$ cat src/rtl/formatter_pkg.sv
package formatter_pkg;

    // Word and bus geometry
    localparam int WORD_BITS   = 12;
    localparam int BUS_BITS    = 16;
    localparam int BASE_BITS   = 3;
    localparam int CNT_BITS    = 4;

    // Port decode: port_select_bit, write_not_read
    localparam logic PORT_DATA = 1'b0;
    localparam logic PORT_CMD  = 1'b1;

    // Command field positions
    localparam int CMD_TGT_LSB   = 0;
    localparam int CMD_FSYNC_BIT = 2;
    localparam int CMD_RESET_BIT = 15;

    // Data-write targets
    localparam logic [1:0] TGT_TX_HOLD = 2'h0;
    localparam logic [1:0] TGT_DEBUG1  = 2'h1;
    localparam logic [1:0] TGT_DEBUG2  = 2'h2;
    localparam logic [1:0] TGT_DEBUG3  = 2'h3;

    // Status field positions
    localparam int ST_RX_READY   = 0;
    localparam int ST_RX_OVERRUN = 1;
    localparam int ST_TX_EMPTY   = 2;
    localparam int ST_TX_UNDERRUN= 3;
    localparam int ST_FSYNC_IN   = 4;

    // Reset values and the last bit count
    localparam logic [11:0] WORD_RESET  = 12'h000;
    localparam logic [15:0] DEBUG_RESET = 16'h0000;
    localparam logic [15:0] BUS_RESET   = 16'h0000;
    localparam logic [3:0]  CNT_LAST    = 4'hb;
    localparam logic [3:0]  CNT_RESET   = 4'h0;

    // Nominal serial bit rate, bits per second (external clock)
    localparam int BIT_RATE_BPS = 2400;

endpackage

$ cat src/rtl/pin_sync.sv
`timescale 1ns/1ps
`default_nettype none
// Three-stage synchroniser; output changes once stages two and three agree
module pin_sync
    import formatter_pkg::*;
(
    // Clock and reset
    input  wire logic mclk,
    input  wire logic resetn,
    // Signal
    input  wire logic pin_in,
    output logic      pin_out
);

    typedef struct packed {
        logic s1;
        logic s2;
        logic s3;
        logic o;
    } sync_t;

    sync_t st_q;
    sync_t st_d;

    always_comb
    begin
        st_d    = st_q;
        st_d.s1 = pin_in;
        st_d.s2 = st_q.s1;
        st_d.s3 = st_q.s2;
        if (st_q.s2 == st_q.s3)
        begin
            st_d.o = st_q.s3;
        end
    end

    always_ff @(posedge mclk or negedge resetn)
    begin
        if (!resetn)
        begin
            st_q <= '0;
        end
        else
        begin
            st_q <= st_d;
        end
    end

    assign pin_out = st_q.o;

endmodule
`default_nettype wire

$ cat src/rtl/serial_word_formatter_board.sv
`timescale 1ns/1ps
`default_nettype none
module serial_word_formatter_board
    import formatter_pkg::*;
(
    // Clock and reset
    input  wire logic                 mclk,
    input  wire logic                 resetn,
    // Processor I/O bus
    input  wire logic [BASE_BITS-1:0] addr_upper,
    input  wire logic                 port_select_bit,
    input  wire logic                 write_not_read,
    input  wire logic                 io_enable_n,
    input  wire logic [BUS_BITS-1:0]  data_in,
    output logic      [BUS_BITS-1:0]  data_out,
    output logic                      data_oe,
    // Base address switch
    input  wire logic [BASE_BITS-1:0] base_switch,
    // Serial data stream
    input  wire logic                 bit_clk,
    input  wire logic                 rx_serial,
    output logic                      tx_serial,
    // Frame-zero reference link
    input  wire logic                 frame_zero_in,
    output logic                      frame_zero_pulse,
    // Debug latches
    output logic      [BUS_BITS-1:0]  debug1,
    output logic      [BUS_BITS-1:0]  debug2,
    output logic      [BUS_BITS-1:0]  debug3
);

    ////////////////////////////////////////////////////////////////////////
    // Pin synchronisers

    logic bclk_s;
    logic rxd_s;
    logic fz_s;
    logic ioe_act_s;

    pin_sync u_sync_bclk
    (
        .mclk    (mclk),
        .resetn  (resetn),
        .pin_in  (bit_clk),
        .pin_out (bclk_s)
    );

    pin_sync u_sync_rxd
    (
        .mclk    (mclk),
        .resetn  (resetn),
        .pin_in  (rx_serial),
        .pin_out (rxd_s)
    );

    pin_sync u_sync_fz
    (
        .mclk    (mclk),
        .resetn  (resetn),
        .pin_in  (frame_zero_in),
        .pin_out (fz_s)
    );

    // Synced as active high: reset value then matches an idle bus
    pin_sync u_sync_ioe
    (
        .mclk    (mclk),
        .resetn  (resetn),
        .pin_in  (!io_enable_n),
        .pin_out (ioe_act_s)
    );

    ////////////////////////////////////////////////////////////////////////
    // State

    typedef struct packed {
        logic                bclk_prev;
        logic                ioe_prev;
        logic [1:0]          target;
        logic                fsync_out;
        logic [WORD_BITS-1:0] tx_hold;
        logic [WORD_BITS-1:0] tx_shift;
        logic [CNT_BITS-1:0] tx_cnt;
        logic                tx_active;
        logic                tx_empty;
        logic                tx_underrun;
        logic [WORD_BITS-1:0] rx_shift;
        logic [CNT_BITS-1:0] rx_cnt;
        logic [WORD_BITS-1:0] rx_pend;
        logic                rx_pend_valid;
        logic [WORD_BITS-1:0] rx_latch;
        logic                rx_ready;
        logic                rx_overrun;
        logic [BUS_BITS-1:0] dbg1;
        logic [BUS_BITS-1:0] dbg2;
        logic [BUS_BITS-1:0] dbg3;
        logic [BUS_BITS-1:0] dout;
        logic                doe;
        logic                txd;
    } core_t;

    core_t st_q;
    core_t st_d;

    // Bus strobes, sampled on the enable's falling edge
    logic sel;
    logic access;
    logic wr_data;
    logic rd_data;
    logic wr_cmd;
    logic rd_stat;
    logic bit_tick;
    logic soft_reset;
    logic [WORD_BITS-1:0] rx_word;
    logic [BUS_BITS-1:0]  status;

    assign sel      = (addr_upper == base_switch);
    assign access   = !st_q.ioe_prev && ioe_act_s && sel;
    assign wr_data  = access && (port_select_bit == PORT_DATA)
                      && write_not_read;
    assign rd_data  = access && (port_select_bit == PORT_DATA)
                      && !write_not_read;
    assign wr_cmd   = access && (port_select_bit == PORT_CMD)
                      && write_not_read;
    assign rd_stat  = access && (port_select_bit == PORT_CMD)
                      && !write_not_read;
    // Rising edge of the bit clock is the transfer sequencing strobe
    assign bit_tick   = bclk_s && !st_q.bclk_prev;
    assign soft_reset = wr_cmd && data_in[CMD_RESET_BIT];
    assign rx_word    = {st_q.rx_shift[WORD_BITS-2:0], rxd_s};

    always_comb
    begin
        status                 = BUS_RESET;
        status[ST_RX_READY]    = st_q.rx_ready;
        status[ST_RX_OVERRUN]  = st_q.rx_overrun;
        status[ST_TX_EMPTY]    = st_q.tx_empty;
        status[ST_TX_UNDERRUN] = st_q.tx_underrun;
        status[ST_FSYNC_IN]    = fz_s;
    end

    ////////////////////////////////////////////////////////////////////////
    // Next state

    always_comb
    begin
        st_d           = st_q;
        st_d.bclk_prev = bclk_s;
        st_d.ioe_prev  = ioe_act_s;
        st_d.doe       = ioe_act_s && sel && !write_not_read;

        // Bus side: reads and writes of the two ports
        if (rd_stat)
        begin
            st_d.dout = status;
        end
        if (rd_data)
        begin
            st_d.dout = {{(BUS_BITS-WORD_BITS){1'b0}}, st_q.rx_latch};
            st_d.rx_ready = 1'b0;
        end
        if (wr_cmd)
        begin
            st_d.target    = data_in[CMD_TGT_LSB +: 2];
            st_d.fsync_out = data_in[CMD_FSYNC_BIT];
        end
        if (wr_data)
        begin
            case (st_q.target)
                TGT_TX_HOLD:
                begin
                    st_d.tx_hold  = data_in[WORD_BITS-1:0];
                    st_d.tx_empty = 1'b0;
                end
                // Debug writes touch nothing else
                TGT_DEBUG1: st_d.dbg1 = data_in;
                TGT_DEBUG2: st_d.dbg2 = data_in;
                TGT_DEBUG3: st_d.dbg3 = data_in;
                default:    st_d.dbg1 = st_q.dbg1;
            endcase
        end

        // Pending receive word moves up once the latch is free
        if (st_q.rx_pend_valid && (!st_q.rx_ready || rd_data))
        begin
            st_d.rx_latch      = st_q.rx_pend;
            st_d.rx_ready      = 1'b1;
            st_d.rx_pend_valid = 1'b0;
        end

        if (bit_tick)
        begin
            // Transmit: one bit per tick, MSB first
            if (st_q.tx_active && st_q.tx_cnt != CNT_LAST)
            begin
                st_d.tx_shift = {st_q.tx_shift[WORD_BITS-2:0], 1'b0};
                st_d.tx_cnt   = st_q.tx_cnt + 4'h1;
                st_d.txd      = st_q.tx_shift[WORD_BITS-2];
            end
            else if (!st_d.tx_empty)
            begin
                // Hold write in this same cycle still counts
                st_d.tx_shift  = st_d.tx_hold;
                st_d.txd       = st_d.tx_hold[WORD_BITS-1];
                st_d.tx_cnt    = CNT_RESET;
                st_d.tx_active = 1'b1;
                st_d.tx_empty  = 1'b1;
            end
            else
            begin
                st_d.tx_active = 1'b0;
                st_d.txd       = 1'b0;
                if (st_q.tx_active)
                begin
                    st_d.tx_underrun = 1'b1;
                end
            end

            // Receive: gather bits, hand over each full word
            if (st_q.rx_cnt == CNT_LAST)
            begin
                st_d.rx_cnt = CNT_RESET;
                if (st_d.rx_ready)
                begin
                    // Latch unread: pending copy replaces older word
                    st_d.rx_overrun    = 1'b1;
                    st_d.rx_pend       = rx_word;
                    st_d.rx_pend_valid = 1'b1;
                end
                else
                begin
                    st_d.rx_latch = rx_word;
                    st_d.rx_ready = 1'b1;
                end
            end
            else
            begin
                st_d.rx_cnt = st_q.rx_cnt + 4'h1;
            end
            st_d.rx_shift = rx_word;
        end

        // Software reset; debug latches keep their contents
        if (soft_reset)
        begin
            st_d.tx_shift      = WORD_RESET;
            st_d.tx_cnt        = CNT_RESET;
            st_d.tx_active     = 1'b0;
            st_d.tx_empty      = 1'b1;
            st_d.tx_underrun   = 1'b0;
            st_d.txd           = 1'b0;
            st_d.rx_shift      = WORD_RESET;
            st_d.rx_cnt        = CNT_RESET;
            st_d.rx_pend_valid = 1'b0;
            st_d.rx_ready      = 1'b0;
            st_d.rx_overrun    = 1'b0;
            st_d.fsync_out     = 1'b0;
            st_d.target        = TGT_TX_HOLD;
        end
    end

    ////////////////////////////////////////////////////////////////////////
    // Registers

    always_ff @(posedge mclk or negedge resetn)
    begin
        if (!resetn)
        begin
            st_q          <= '0;
            st_q.tx_empty <= 1'b1;
        end
        else
        begin
            st_q <= st_d;
        end
    end

    // Frame-zero line follows the written bit; software makes the pulse
    assign frame_zero_pulse = st_q.fsync_out;
    assign tx_serial        = st_q.txd;
    assign data_out         = st_q.dout;
    assign data_oe          = st_q.doe;
    assign debug1           = st_q.dbg1;
    assign debug2           = st_q.dbg2;
    assign debug3           = st_q.dbg3;

endmodule
`default_nettype wire
$ cat config.mk
export PLATFORM = sky130hd
export DESIGN_NAME = serial_word_formatter_board
export DESIGN_NICKNAME = d
export VERILOG_FILES = /design/src/rtl/formatter_pkg.sv /design/src/rtl/pin_sync.sv /design/src/rtl/serial_word_formatter_board.sv
export SDC_FILE = /design/constraint.sdc
export NUM_CORES = 1
export LEC_CHECK = 0
export ABC_AREA = 1
export BUFFER_PORTS_ARGS = -buffer_cell sky130_fd_sc_hd__buf_4
export CAP_MARGIN = 30
export CELL_PAD_IN_SITES_DETAIL_PLACEMENT = 1
export CELL_PAD_IN_SITES_GLOBAL_PLACEMENT = 1
export CORE_ASPECT_RATIO = 0.6
export CORE_MARGIN = 2
export CORE_UTILIZATION = 35
export DETAILED_ROUTE_END_ITERATION = 7
export PLACE_DENSITY = 0.69
export REMOVE_ABC_BUFFERS = 1
export SYNTH_ARGS = -nofsm -noshare
export SYNTH_HDL_FRONTEND = slang
export SYNTH_SLANG_ARGS = --single-unit
$ cat constraint.sdc
create_clock -name mclk -period 2.1 [get_ports mclk]
set_input_delay 0.105 -clock mclk [delete_from_list [all_inputs] [get_ports mclk]]
set_output_delay 0.105 -clock mclk [all_outputs]
set_load 0.05 [all_outputs]
==> results of run 1 <==
[layer usage]
layer	GRT usage, %	vias up
met3	3.694	18
met1	26.37	2647
met4	5.271	0
li1	-	2603
met2	26.08	83
met5	0	-
[synth_stat cells, drive strengths merged, types with 4 or more instances]
cell | instances | area [um2]
maj3 | 4 | 40.04
clkbuf | 6 | 22.52
xor2 | 4 | 35.03
nor3 | 4 | 41.29
dfrtp | 154 | 3854
nor2 | 56 | 235.2
nand2 | 209 | 812.0
o21a | 22 | 165.2
nand3b | 12 | 90.09
nand4 | 25 | 201.4
a21oi | 19 | 106.4
o22ai | 13 | 81.33
nand3 | 22 | 115.1
or2 | 11 | 68.82
buf | 87 | 621.8
o21ai | 47 | 235.2
inv | 103 | 386.6
[critical path: cells and delay by family, from the launching register on]
kind          cells  cell delay (ns)
buf+inv           1             0.30
fa+ha+maj         1             0.20
flops             1             0.38
simple gates      5             0.97
[worst max path at each step]
stage | slack (ns) | endpoint | from | depth (start not counted)
after floorplan | -0.22 | debug2[10] | st_q[143] | 5
after detailed placement | 0.21 | st_q[116] | st_q[112] | 9
after CTS | 0.19 | st_q[72] | st_q[93] | 7
final | 0.18 | st_q[72] | st_q[93] | 7
after global placement | 0.29 | st_q[122] | st_q[112] | 9
after global routing | 0.07 | st_q[74] | st_q[93] | 7
[registers in the layout, summed over array words and instances, names as in the netlist, 2 cells and up]
name / count
data_out: 12
debug1: 16
debug2: 16
debug3: 16
rx_word: 11
st_q: 65
u_sync_bclk.st_d: 2
u_sync_fz.st_d: 2
u_sync_ioe.st_d: 2
u_sync_rxd.st_d: 2
[cells by family (layout without fill, tap and decap cells)]
group | Yosys count | count (layout) | share of synthesized area [%]
flops | 155 | 155 | 53.78
buf+inv | 196 | 269 | 14.29
compound gates | 104 | 104 | 8.481
simple gates | 340 | 340 | 21.77
xor+xnor | 6 | 6 | 0.7284
fa+ha+maj | 6 | 6 | 0.9018
other cells | 1 | 4 | 0.05198
[per-stage QoR]
stage	hold WS [ns]	std cells	total power [mW]	setup WS [ns]	area (um2)
after floorplan	-0.1906	718	5.636	-0.2178	6581
after global placement	0.1026	1104	6.501	0.2912	7800
after detailed placement	0.09990	1104	6.565	0.2085	7800
after CTS	0.008761	1157	9.774	0.1852	8602
after global routing	0.05226	1157	10.19	0.06617	8605
final	0.01439	1157	9.666	0.1764	8605
[repair_timing]
item,4_1_cts,5_1_grt
endpoints found under the hold margin,77,0
resized for setup,0,1
endpoints found under the setup margin,0,4
hold buffers,21,0
[cell type report]
| cell class | instances | area (um2) |
|---|---|---|
| fillers | 2383 | 11510 |
| multi-input cells | 460 | 2330 |
| clock inverters | 15 | 166.4 |
| inverters | 103 | 386.6 |
| repair buffers | 134 | 1075 |
| clock buffers | 17 | 425.4 |
| flip-flops and latches | 155 | 3880 |
| well taps | 273 | 341.6 |
[where the power goes]
part / total (mW) / internal, mW / switching [mW] / leakage, nW
combinational: 2.53 / 0.818 / 1.71 / 2.14
sequential: 4.00 / 3.60 / 0.409 / 1.85
clock: 3.13 / 1.77 / 1.36 / 0.274
==> impl_metrics.xml, run 1 <==
<?xml version="1.0" encoding="UTF-8"?>
<metrics>
  <group name="worst_setup_path">
    <metric name="crit_path_most_repeated_cell" unit="">sky130_fd_sc_hd__nand2_1</metric>
    <metric name="cp_slowest_stage_delay" unit="ns">0.38</metric>
    <metric name="launch_instance_of_the_worst_register_to_register_path" unit="">st_q[93]</metric>
    <metric name="worstPathMaxFanout" unit="">13</metric>
    <metric name="criticalPathCategory" unit="">flop to flop</metric>
    <metric name="crit_chain" unit="">ha_1, nand3_1, nor2_1, nand3_2, inv_2, nand2_1, nand2_1</metric>
    <metric name="r2r_slack" unit="ns">0.18</metric>
    <metric name="r2r_cells" unit="">7</metric>
    <metric name="timing.critical_path.arrival" unit="ns">2.29</metric>
    <metric name="slowest_stage" unit="">sky130_fd_sc_hd__dfrtp_1</metric>
    <metric name="critical_path_required" unit="ns">2.47</metric>
    <metric name="critPathCaptureType" unit="">flop</metric>
    <metric name="endpoint_of_the_worst_register_to_register_path" unit="">st_q[72]</metric>
    <metric name="startpoint_type" unit="">flop</metric>
  </group>
  <group name="route">
    <metric name="wirelength_met1" unit="um">9735</metric>
    <metric name="count_of_routing_violations_after_the_opening_detailed_route_iteration" unit="">292</metric>
    <metric name="avgViaCountPerCell" unit="">4.625</metric>
    <metric name="drtPass1Iterations" unit="">4</metric>
    <metric name="wl_met3" unit="um">748</metric>
    <metric name="wl_met2" unit="um">7496</metric>
    <metric name="topRoutingLayerUsed" unit="">met4</metric>
    <metric name="detail_route.drc_violations" unit="">0</metric>
    <metric name="route.final.wire_length" unit="um">18170</metric>
    <metric name="via_count" unit="">5351</metric>
    <metric name="wire_per_inst" unit="um">15.70</metric>
    <metric name="ant_nets" unit="">0</metric>
  </group>
  <group name="synthesis">
    <metric name="ys_seq_area_share" unit="%">53.78</metric>
    <metric name="post_synth_inst_count" unit="">808</metric>
    <metric name="yosys_warnings" unit="">0</metric>
    <metric name="synth_enable_flop_cells" unit="">0</metric>
    <metric name="ys_ff_latch" unit="">155</metric>
    <metric name="netlist_area" unit="um2">7214</metric>
    <metric name="synth-async-reset-ratio" unit="%">100.0</metric>
    <metric name="post_synth_num_cell_types" unit="">37</metric>
    <metric name="syn-mean-instance-area" unit="um2">8.929</metric>
    <metric name="synthFlopType" unit="">sky130_fd_sc_hd__dfrtp_1</metric>
  </group>
  <group name="layout">
    <metric name="layout_common_cells" unit="">201 x sky130_fd_sc_hd__nand2_1, 154 x sky130_fd_sc_hd__dfrtp_1, 111 x sky130_fd_sc_hd__buf_4</metric>
    <metric name="insertedDiodeCount" unit="">0</metric>
    <metric name="final_common_cell" unit="">sky130_fd_sc_hd__nand2_1</metric>
    <metric name="design.final.nets" unit="">903</metric>
    <metric name="area_growth" unit="%">19.27</metric>
    <metric name="share_of_layout_cells_above_drive_strength_1" unit="%">20.81</metric>
    <metric name="fin_util" unit="%">42.77</metric>
  </group>
  <group name="clock_network">
    <metric name="cts_post_setup_buffers_inserted" unit="">0</metric>
    <metric name="worst_skew_pair.late_latency" unit="ns">0.43</metric>
    <metric name="path_clk_slew" unit="ns">0.07</metric>
    <metric name="total_number_of_clock_tree_sinks" unit="">155</metric>
    <metric name="cts_buffers" unit="">17</metric>
    <metric name="cts_tree" unit="">done</metric>
    <metric name="root_buffer" unit="">sky130_fd_sc_hd__clkbuf_16</metric>
    <metric name="htree_num_levels" unit="">4</metric>
    <metric name="clk_path_buf_depth" unit="">2</metric>
  </group>
  <group name="power">
    <metric name="powerDensity" unit="nW/um2">1123</metric>
    <metric name="largest_voltage_drop_on_the_vdd_net" unit="V">0.0006385</metric>
    <metric name="leakage" unit="nW">4.264</metric>
  </group>
  <group name="grt">
    <metric name="grt_pass1_wl" unit="um">30210</metric>
    <metric name="number_of_global_route_vias_before_repair" unit="">5600</metric>
    <metric name="gr-usage-all-layers" unit="%">17.75</metric>
    <metric name="grt_antenna_before_repair" unit="">0</metric>
    <metric name="overflow" unit="">0</metric>
    <metric name="grt_max_degree" unit="">52</metric>
  </group>
  <group name="job">
    <metric name="maxCapViolations" unit="">0</metric>
  </group>
  <group name="placed_design">
    <metric name="io_buffer_count" unit="">92</metric>
    <metric name="gp_routability_congestion" unit="">0.7349</metric>
    <metric name="dp_hpwl" unit="um">12460</metric>
  </group>
  <group name="hold_path">
    <metric name="min_delay_worst_endpoint" unit="">debug1[6]</metric>
    <metric name="timing.hold.worst.class" unit="">input pin to flop</metric>
    <metric name="timing.hold.worst_path_depth" unit="">3</metric>
    <metric name="hold_path_startpoint" unit="">data_in[6]</metric>
  </group>
  <group name="timing">
    <metric name="finalClockSkew" unit="ns">0.009656</metric>
    <metric name="finalSetupViolCount" unit="">0</metric>
    <metric name="fin_setup_tns" unit="ns">0</metric>
    <metric name="achievable-frequency" unit="MHz">519.9</metric>
    <metric name="timing.max_slew.rel_slack" unit="%">64.18</metric>
    <metric name="rsz0062_at_grt" unit="">false</metric>
    <metric name="timing.final.crit_share" unit="%">91.60</metric>
    <metric name="layout_min_cycle_time" unit="ns">1.924</metric>
    <metric name="worst_pin_slew" unit="ns">0.5373</metric>
    <metric name="drv_slew" unit="">0</metric>
    <metric name="hold_viol" unit="">0</metric>
  </group>
  <group name="die">
    <metric name="core-area" unit="um2">20120</metric>
    <metric name="initial_core_util" unit="%">35.86</metric>
    <metric name="dieWidth" unit="um">189.4</metric>
    <metric name="pin_count" unit="">97</metric>
    <metric name="die_height" unit="um">115.2</metric>
    <metric name="std_cell_rows" unit="">40</metric>
    <metric name="dieArea" unit="um2">21820</metric>
  </group>
  <group name="status">
    <metric name="status" unit="">finished clean</metric>
  </group>
</metrics>
Note: power is estimated with default switching activity, not from simulation.
==> inputs of run 2 (changes only) <==
SYNTH_HIERARCHICAL = 1   (was not set)
==> impl_metrics.xml, run 2 <==
<?xml version="1.0" encoding="UTF-8"?>
<metrics>
  <group name="die">
    <metric name="std_cell_rows" unit="">40</metric>
    <metric name="die_height" unit="um">114.8</metric>
    <metric name="core-area" unit="um2">20020</metric>
    <metric name="dieWidth" unit="um">188.6</metric>
    <metric name="dieArea" unit="um2">21650</metric>
    <metric name="pin_count" unit="">97</metric>
    <metric name="initial_core_util" unit="%">35.75</metric>
  </group>
  <group name="grt">
    <metric name="overflow" unit="">0</metric>
    <metric name="gr-usage-all-layers" unit="%">17.24</metric>
    <metric name="number_of_global_route_vias_before_repair" unit="">5464</metric>
    <metric name="gr-max-usage-layer" unit="">met1</metric>
    <metric name="grt_antenna_before_repair" unit="">0</metric>
    <metric name="met3_usage" unit="%">3.266</metric>
    <metric name="gr-usage-met2" unit="%">24.39</metric>
    <metric name="grt_util_met1" unit="%">26.02</metric>
    <metric name="grt_max_degree" unit="">58</metric>
    <metric name="grt_pass1_wl" unit="um">29000</metric>
  </group>
  <group name="timing">
    <metric name="finalSetupViolCount" unit="">0</metric>
    <metric name="fin_setup_tns" unit="ns">0</metric>
    <metric name="timing.final.crit_share" unit="%">90.13</metric>
    <metric name="achievable-frequency" unit="MHz">528.4</metric>
    <metric name="timing.max_slew.rel_slack" unit="%">60.36</metric>
    <metric name="fin_worst_hold_slack" unit="ns">0.03030</metric>
    <metric name="rsz0062_at_grt" unit="">false</metric>
    <metric name="drv_slew" unit="">0</metric>
    <metric name="layout_min_cycle_time" unit="ns">1.893</metric>
    <metric name="worst_pin_slew" unit="ns">0.5931</metric>
    <metric name="hold_viol" unit="">0</metric>
    <metric name="finalClockSkew" unit="ns">0.01058</metric>
  </group>
  <group name="route">
    <metric name="via_count" unit="">5281</metric>
    <metric name="detail_route.drc_violations" unit="">0</metric>
    <metric name="wire_per_inst" unit="um">14.95</metric>
    <metric name="count_of_routing_violations_after_the_opening_detailed_route_iteration" unit="">293</metric>
    <metric name="route.final.wire_length" unit="um">17280</metric>
    <metric name="avgViaCountPerCell" unit="">4.568</metric>
    <metric name="ant_nets" unit="">0</metric>
    <metric name="drtPass1Iterations" unit="">4</metric>
  </group>
  <group name="clock_network">
    <metric name="path_clk_slew" unit="ns">0.06</metric>
    <metric name="worst_skew_pair.late_latency" unit="ns">0.43</metric>
    <metric name="clk_path_buf_depth" unit="">2</metric>
    <metric name="cts_buffers" unit="">17</metric>
    <metric name="htree_num_levels" unit="">4</metric>
    <metric name="cts_tree" unit="">done</metric>
    <metric name="cts_resized" unit="">0</metric>
    <metric name="total_number_of_clock_tree_sinks" unit="">155</metric>
    <metric name="root_buffer" unit="">sky130_fd_sc_hd__clkbuf_16</metric>
  </group>
  <group name="worst_setup_path">
    <metric name="startpoint_type" unit="">flop</metric>
    <metric name="r2r_cells" unit="">8</metric>
    <metric name="slowest_stage" unit="">sky130_fd_sc_hd__dfrtp_1</metric>
    <metric name="cp.depth" unit="">8</metric>
    <metric name="critical_path_required" unit="ns">2.40</metric>
    <metric name="worstPathMaxFanout" unit="">26</metric>
    <metric name="cp_slowest_stage_delay" unit="ns">0.38</metric>
    <metric name="timing.critical_path.arrival" unit="ns">2.20</metric>
    <metric name="critPathCaptureType" unit="">flop</metric>
    <metric name="criticalPathCategory" unit="">flop to flop</metric>
    <metric name="crit_chain" unit="">inv_1, nor2_1, inv_1, nor2_1, buf_4, nand2_4, nand2_1, o21ai_1</metric>
    <metric name="worst_path_buffer_plus_inverter_count" unit="">3</metric>
    <metric name="cpLargestDelayFamily" unit="">simple AND/OR/NAND/NOR gates</metric>
  </group>
  <group name="layout">
    <metric name="postLayoutCellArea" unit="um2">8544</metric>
    <metric name="area_growth" unit="%">19.39</metric>
    <metric name="insertedDiodeCount" unit="">0</metric>
    <metric name="design.final.nets" unit="">902</metric>
    <metric name="top_register_by_number_of_flip_flops" unit="">st_q</metric>
    <metric name="fillers" unit="">2383</metric>
    <metric name="layout_common_cells" unit="">204 x sky130_fd_sc_hd__nand2_1, 154 x sky130_fd_sc_hd__dfrtp_1, 107 x sky130_fd_sc_hd__buf_4</metric>
    <metric name="largest_register_ffs" unit="">65</metric>
    <metric name="final_common_cell" unit="">sky130_fd_sc_hd__nand2_1</metric>
    <metric name="share_of_layout_cells_above_drive_strength_1" unit="%">21.29</metric>
  </group>
  <group name="hold_path">
    <metric name="timing.hold.worst.class" unit="">input pin to flop</metric>
    <metric name="timing.hold.worst_path_depth" unit="">4</metric>
  </group>
  <group name="synthesis">
    <metric name="netlist_area" unit="um2">7157</metric>
    <metric name="post_synth_main_area_contributors" unit="">sky130_fd_sc_hd__dfrtp_1 54%, sky130_fd_sc_hd__nand2_1 11%, sky130_fd_sc_hd__buf_4 6.9%</metric>
    <metric name="synth_enable_flop_cells" unit="">0</metric>
    <metric name="leading_cell_types_by_count_after_synthesis" unit="">204 x sky130_fd_sc_hd__nand2_1, 154 x sky130_fd_sc_hd__dfrtp_1, 106 x sky130_fd_sc_hd__inv_1, 66 x sky130_fd_sc_hd__buf_4, 47 x sky130_fd_sc_hd__o21ai_1</metric>
    <metric name="synth_top_cell_by_area" unit="">sky130_fd_sc_hd__dfrtp_1</metric>
    <metric name="yosys.cell_count.top_type" unit="">sky130_fd_sc_hd__nand2_1</metric>
    <metric name="synthFlopType" unit="">sky130_fd_sc_hd__dfrtp_1</metric>
    <metric name="post_synth_inst_count" unit="">810</metric>
    <metric name="synth-async-reset-ratio" unit="%">100.0</metric>
    <metric name="ys_seq_area_share" unit="%">54.21</metric>
    <metric name="yosysTopAreaCellShare" unit="%">53.85</metric>
    <metric name="syn-mean-instance-area" unit="um2">8.836</metric>
    <metric name="post_synth_num_cell_types" unit="">34</metric>
    <metric name="yosys_warnings" unit="">6</metric>
    <metric name="ys_ff_latch" unit="">155</metric>
  </group>
  <group name="power">
    <metric name="power_frac_seq" unit="%">41.7</metric>
    <metric name="leakage" unit="nW">4.304</metric>
    <metric name="internal_power" unit="mW">6.324</metric>
    <metric name="relative_contribution_of_the_clock_network_to_total_power" unit="%">35.0</metric>
    <metric name="power.switching_fraction" unit="%">32.81</metric>
    <metric name="powerDensity" unit="nW/um2">1101</metric>
    <metric name="total_power" unit="mW">9.412</metric>
    <metric name="combPwrFrac" unit="%">23.3</metric>
    <metric name="largest_voltage_drop_on_the_vdd_net" unit="V">0.0006148</metric>
    <metric name="power_switching" unit="mW">3.088</metric>
  </group>
  <group name="status">
    <metric name="status" unit="">finished clean</metric>
  </group>
  <group name="placed_design">
    <metric name="io_buffer_count" unit="">92</metric>
    <metric name="dp_hpwl" unit="um">12040</metric>
    <metric name="placed_cell_area" unit="um2">7697</metric>
    <metric name="gp_routability_congestion" unit="">0.7910</metric>
  </group>
  <group name="job">
    <metric name="maxCapViolations" unit="">0</metric>
  </group>
</metrics>
[run 2: cell types whose count changed in the layout (fill, tap and decap cells not counted), moves of 11 or more]
cell,change
sky130_fd_sc_hd__nor2_1,-25
sky130_fd_sc_hd__nand3b_1,-12
sky130_fd_sc_hd__o21a_1,-22
sky130_fd_sc_hd__nand4_1,-11
sky130_fd_sc_hd__nand3_1,+23
sky130_fd_sc_hd__o21ai_1,+30
[run 2: kinds of logic after synthesis]
family	count (synthesis)	synth area share, %
AO/OA/AOI/OAI	115	8.619
XOR/XNOR	5	0.6120
adder cells (fa/ha/maj)	2	0.3496
buffers and inverters	202	14.76
flip-flops	155	54.21
other	1	0.05240
AND/OR/NAND/NOR	330	21.40
[run 2: cell type report]
type / instances / area (um2) / area share [%]
flip-flops and latches: 155 / 3880 / 45.41
clock buffers: 20 / 456.7 / 5.345
inverters: 109 / 409.1 / 4.788
multi-input cells: 456 / 2232 / 26.12
clock inverters: 12 / 170.2 / 1.992
repair buffers: 131 / 1055 / 12.34
well taps: 273 / 341.6 / 3.998
[run 2: path summary, 6_finish.rpt]
path	slack, ns	start	end
max in group asynchronous	1.25	resetn	debug2[12]
setup reg to reg	0.21	u_sync_bclk/pin_out	st_q[86]
hold reg to reg	0.35	u_sync_ioe/st_d[2]	u_sync_ioe/st_d[1]
hold / removal	0.03	port_select_bit	data_out[1]
min in group asynchronous	0.14	resetn	debug1[7]
setup / recovery	0.21	u_sync_bclk/pin_out	st_q[86]
[run 2: timing repair]
item,CTS,global route
hold buffers,22,0
endpoints found under the hold margin,120,0
setup buffers,0,0
[run 2: through the flow]
step                setup slack, ns  utilization [%]  std cells
CTS                          0.2203            42.68       1156
floorplan                    0.2778                -        720
finish                       0.2073            42.68       1156
detailed placement           0.2527            38.45       1102
global route                0.07556            42.68       1156
global placement             0.3071            38.45       1102
[run 2: power groups by stage]
stage / sequential (mW) / clock, mW / combinational (mW)
final: 3.92 / 3.30 / 2.19
after global routing: 3.99 / 3.51 / 2.44
after CTS: 3.92 / 3.39 / 2.22
after detailed placement: 3.96 / 0 / 2.17
after global placement: 3.96 / 0 / 2.10
after floorplan: 4.37 / 0 / 0.999
[run 2: worst register-to-register path, delay by kind of cell (launching register included)]
| kind | cells | cell delay [ns] |
|---|---|---|
| AOI/OAI and AO/OA | 1 | 0.08 |
| DFF | 1 | 0.38 |
| and+or+nand+nor | 4 | 0.86 |
| buffers and inverters | 3 | 0.45 |
[run 2: routing by layer]
| metal | up-vias | share of wire (%) | routed length, um |
|---|---|---|---|
| met5 | - | 0 | 0 |
| met4 | 0 | 0.72 | 125 |
| met3 | 8 | 3.5 | 601 |
| met2 | 92 | 41 | 7121 |
| met1 | 2592 | 55 | 9431 |
| li1 | 2589 | - | - |
==> inputs of run 3 (changes only) <==
clock period = 1.9 ns   (was 2.1 ns; I/O delays follow)
==> impl_metrics.xml, run 3 (synthesis gave the netlist of run 2 again) <==
<?xml version="1.0" encoding="UTF-8"?>
<metrics>
  <group name="placed_design">
    <metric name="dpl.cell_count" unit="">1104</metric>
    <metric name="placed_cell_area" unit="um2">7750</metric>
    <metric name="dp_worst_setup_slack" unit="ns">0.1428</metric>
    <metric name="dp_hpwl" unit="um">11970</metric>
    <metric name="io_buffer_count" unit="">92</metric>
    <metric name="gp_routability_congestion" unit="">0.7772</metric>
  </group>
  <group name="layout">
    <metric name="postLayoutCellArea" unit="um2">8598</metric>
    <metric name="largest_register_ffs" unit="">65</metric>
    <metric name="layout_common_cells" unit="">204 x sky130_fd_sc_hd__nand2_1, 154 x sky130_fd_sc_hd__dfrtp_1, 108 x sky130_fd_sc_hd__buf_4</metric>
    <metric name="fillers" unit="">2350</metric>
    <metric name="final_common_cell" unit="">sky130_fd_sc_hd__nand2_1</metric>
    <metric name="top_register_by_number_of_flip_flops" unit="">st_q</metric>
    <metric name="share_of_layout_cells_above_drive_strength_1" unit="%">21.56</metric>
    <metric name="design.final.nets" unit="">906</metric>
    <metric name="fin_util" unit="%">42.95</metric>
    <metric name="final_cell_count_without_fillers" unit="">1159</metric>
    <metric name="insertedDiodeCount" unit="">0</metric>
    <metric name="area_growth" unit="%">20.14</metric>
  </group>
  <group name="status">
    <metric name="status" unit="">finished clean</metric>
  </group>
  <group name="timing">
    <metric name="timing.final.crit_share" unit="%">92.57</metric>
    <metric name="achievable-frequency" unit="MHz">568.6</metric>
    <metric name="layout_setup_ws" unit="ns">0.1412</metric>
    <metric name="finalClockSkew" unit="ns">0.009476</metric>
    <metric name="worst_pin_slew" unit="ns">0.5557</metric>
    <metric name="drv_slew" unit="">0</metric>
    <metric name="layout_min_cycle_time" unit="ns">1.759</metric>
    <metric name="fin_worst_hold_slack" unit="ns">0.04983</metric>
    <metric name="finalSetupViolCount" unit="">0</metric>
    <metric name="timing.max_slew.rel_slack" unit="%">62.86</metric>
    <metric name="fin_setup_tns" unit="ns">0</metric>
    <metric name="hold_viol" unit="">0</metric>
  </group>
  <group name="worst_setup_path">
    <metric name="slowest_stage" unit="">sky130_fd_sc_hd__dfrtp_1</metric>
    <metric name="cp_slowest_stage_delay" unit="ns">0.38</metric>
    <metric name="crit_chain" unit="">inv_1, nor2_4, nand4_4, nor2_4, buf_4, nor2_1, buf_4, a22o_1</metric>
    <metric name="critical_path_required" unit="ns">2.21</metric>
    <metric name="worst_path_buffer_plus_inverter_count" unit="">3</metric>
    <metric name="worstPathMaxFanout" unit="">12</metric>
    <metric name="timing.critical_path.arrival" unit="ns">2.07</metric>
    <metric name="startpoint_type" unit="">flop</metric>
    <metric name="criticalPathCategory" unit="">flop to flop</metric>
    <metric name="critPathCaptureType" unit="">flop</metric>
    <metric name="cpLargestDelayFamily" unit="">simple AND/OR/NAND/NOR gates</metric>
  </group>
  <group name="route">
    <metric name="avgViaCountPerCell" unit="">4.502</metric>
    <metric name="ant_nets" unit="">0</metric>
    <metric name="drtPass1Iterations" unit="">4</metric>
    <metric name="count_of_routing_violations_after_the_opening_detailed_route_iteration" unit="">238</metric>
    <metric name="route.final.wire_length" unit="um">17180</metric>
    <metric name="detail_route.drc_violations" unit="">0</metric>
    <metric name="wire_per_inst" unit="um">14.82</metric>
    <metric name="via_count" unit="">5218</metric>
  </group>
  <group name="job">
    <metric name="maxCapViolations" unit="">0</metric>
  </group>
  <group name="power">
    <metric name="powerDensity" unit="nW/um2">1205</metric>
    <metric name="total_power" unit="mW">10.36</metric>
    <metric name="leakage" unit="nW">4.331</metric>
    <metric name="largest_voltage_drop_on_the_vdd_net" unit="V">0.0006928</metric>
  </group>
  <group name="clock_network">
    <metric name="path_clk_slew" unit="ns">0.06</metric>
    <metric name="clk_path_buf_depth" unit="">2</metric>
    <metric name="worst_skew_pair.late_latency" unit="ns">0.43</metric>
    <metric name="root_buffer" unit="">sky130_fd_sc_hd__clkbuf_16</metric>
    <metric name="total_number_of_clock_tree_sinks" unit="">155</metric>
    <metric name="htree_num_levels" unit="">4</metric>
    <metric name="cts_tree" unit="">done</metric>
    <metric name="cts_buffers" unit="">17</metric>
  </group>
  <group name="grt">
    <metric name="grt_antenna_before_repair" unit="">0</metric>
    <metric name="grt_max_degree" unit="">44</metric>
    <metric name="number_of_global_route_vias_before_repair" unit="">5401</metric>
    <metric name="overflow" unit="">0</metric>
    <metric name="gr-usage-all-layers" unit="%">17.03</metric>
    <metric name="grt_pass1_wl" unit="um">28790</metric>
  </group>
  <group name="die">
    <metric name="dieArea" unit="um2">21650</metric>
    <metric name="die_height" unit="um">114.8</metric>
    <metric name="dieWidth" unit="um">188.6</metric>
    <metric name="core-area" unit="um2">20020</metric>
    <metric name="initial_core_util" unit="%">35.75</metric>
    <metric name="std_cell_rows" unit="">40</metric>
    <metric name="pin_count" unit="">97</metric>
  </group>
  <group name="hold_path">
    <metric name="timing.hold.worst.class" unit="">input pin to flop</metric>
  </group>
</metrics>
[run 3: changes by cell type in the layout (fill, tap and decap cells not counted), sizes merged]
| cell | previous run | this run |
|---|---|---|
| buf | 109 | 113 |
| clkbuf | 20 | 19 |
| clkinv | 7 | 6 |
| inv | 109 | 110 |
[run 3: cell type report]
class / instances / area (um2) / area share [%]
Clock inverter: 12 / 170.2 / 1.979
Tap cell: 273 / 341.6 / 3.973
Sequential cell: 155 / 3880 / 45.13
Timing Repair Buffer: 135 / 1122 / 13.05
Clock buffer: 19 / 442.9 / 5.151
Multi-Input combinational cell: 456 / 2232 / 25.96
Inverter: 109 / 409.1 / 4.758
[run 3: worst reg2reg max path: stages (launching register included)]
cell and delay, ns:
sky130_fd_sc_hd__dfrtp_1 0.38, sky130_fd_sc_hd__inv_1 0.10, sky130_fd_sc_hd__nor2_4 0.17, sky130_fd_sc_hd__nand4_4 0.17, sky130_fd_sc_hd__nor2_4 0.24, sky130_fd_sc_hd__buf_4 0.15, sky130_fd_sc_hd__nor2_1 0.03, sky130_fd_sc_hd__buf_4 0.18
sky130_fd_sc_hd__a22o_1 0.22
[run 3: per-layer routing]
layer  wire (um)  GRT usage (%)  up-vias  share of wire, %
met2        7087          23.77       84                41
met4         123          5.104        0              0.72
met1        9243          25.79     2526                54
met5           0              0        -                 0
li1            -              -     2598                 -
met3         727          4.365       10               4.2
[run 3: power breakdown]
part	switching (mW)	internal, mW	total (mW)
Combinational	1.62	0.837	2.45
Clock	1.38	2.22	3.60
Sequential	0.395	3.92	4.31
[run 3: repair_timing]
item / CTS / global route
hold buffers: 22 / 0
buffers inserted: 0 / 2
endpoints found under the hold margin: 206 / 0
setup endpoints to repair: 0 / 1
gates resized for setup: 0 / 0
[run 3: worst paths after layout]
check | startpoint | endpoint | slack [ns] | cells past startpoint
min in group asynchronous | resetn | debug3[9] | 0.17 | 2
max in group asynchronous | resetn | st_q[110] | 1.10 | 3
worst min register to register | u_sync_bclk/st_d[2] | u_sync_bclk/st_d[1] | 0.35 | 0
worst max register to register | u_sync_ioe/pin_out | st_q[94] | 0.14 | 8
worst min-delay path | addr_upper[1] | data_oe | 0.05 | 4
worst max-delay path | u_sync_ioe/pin_out | st_q[94] | 0.14 | 8
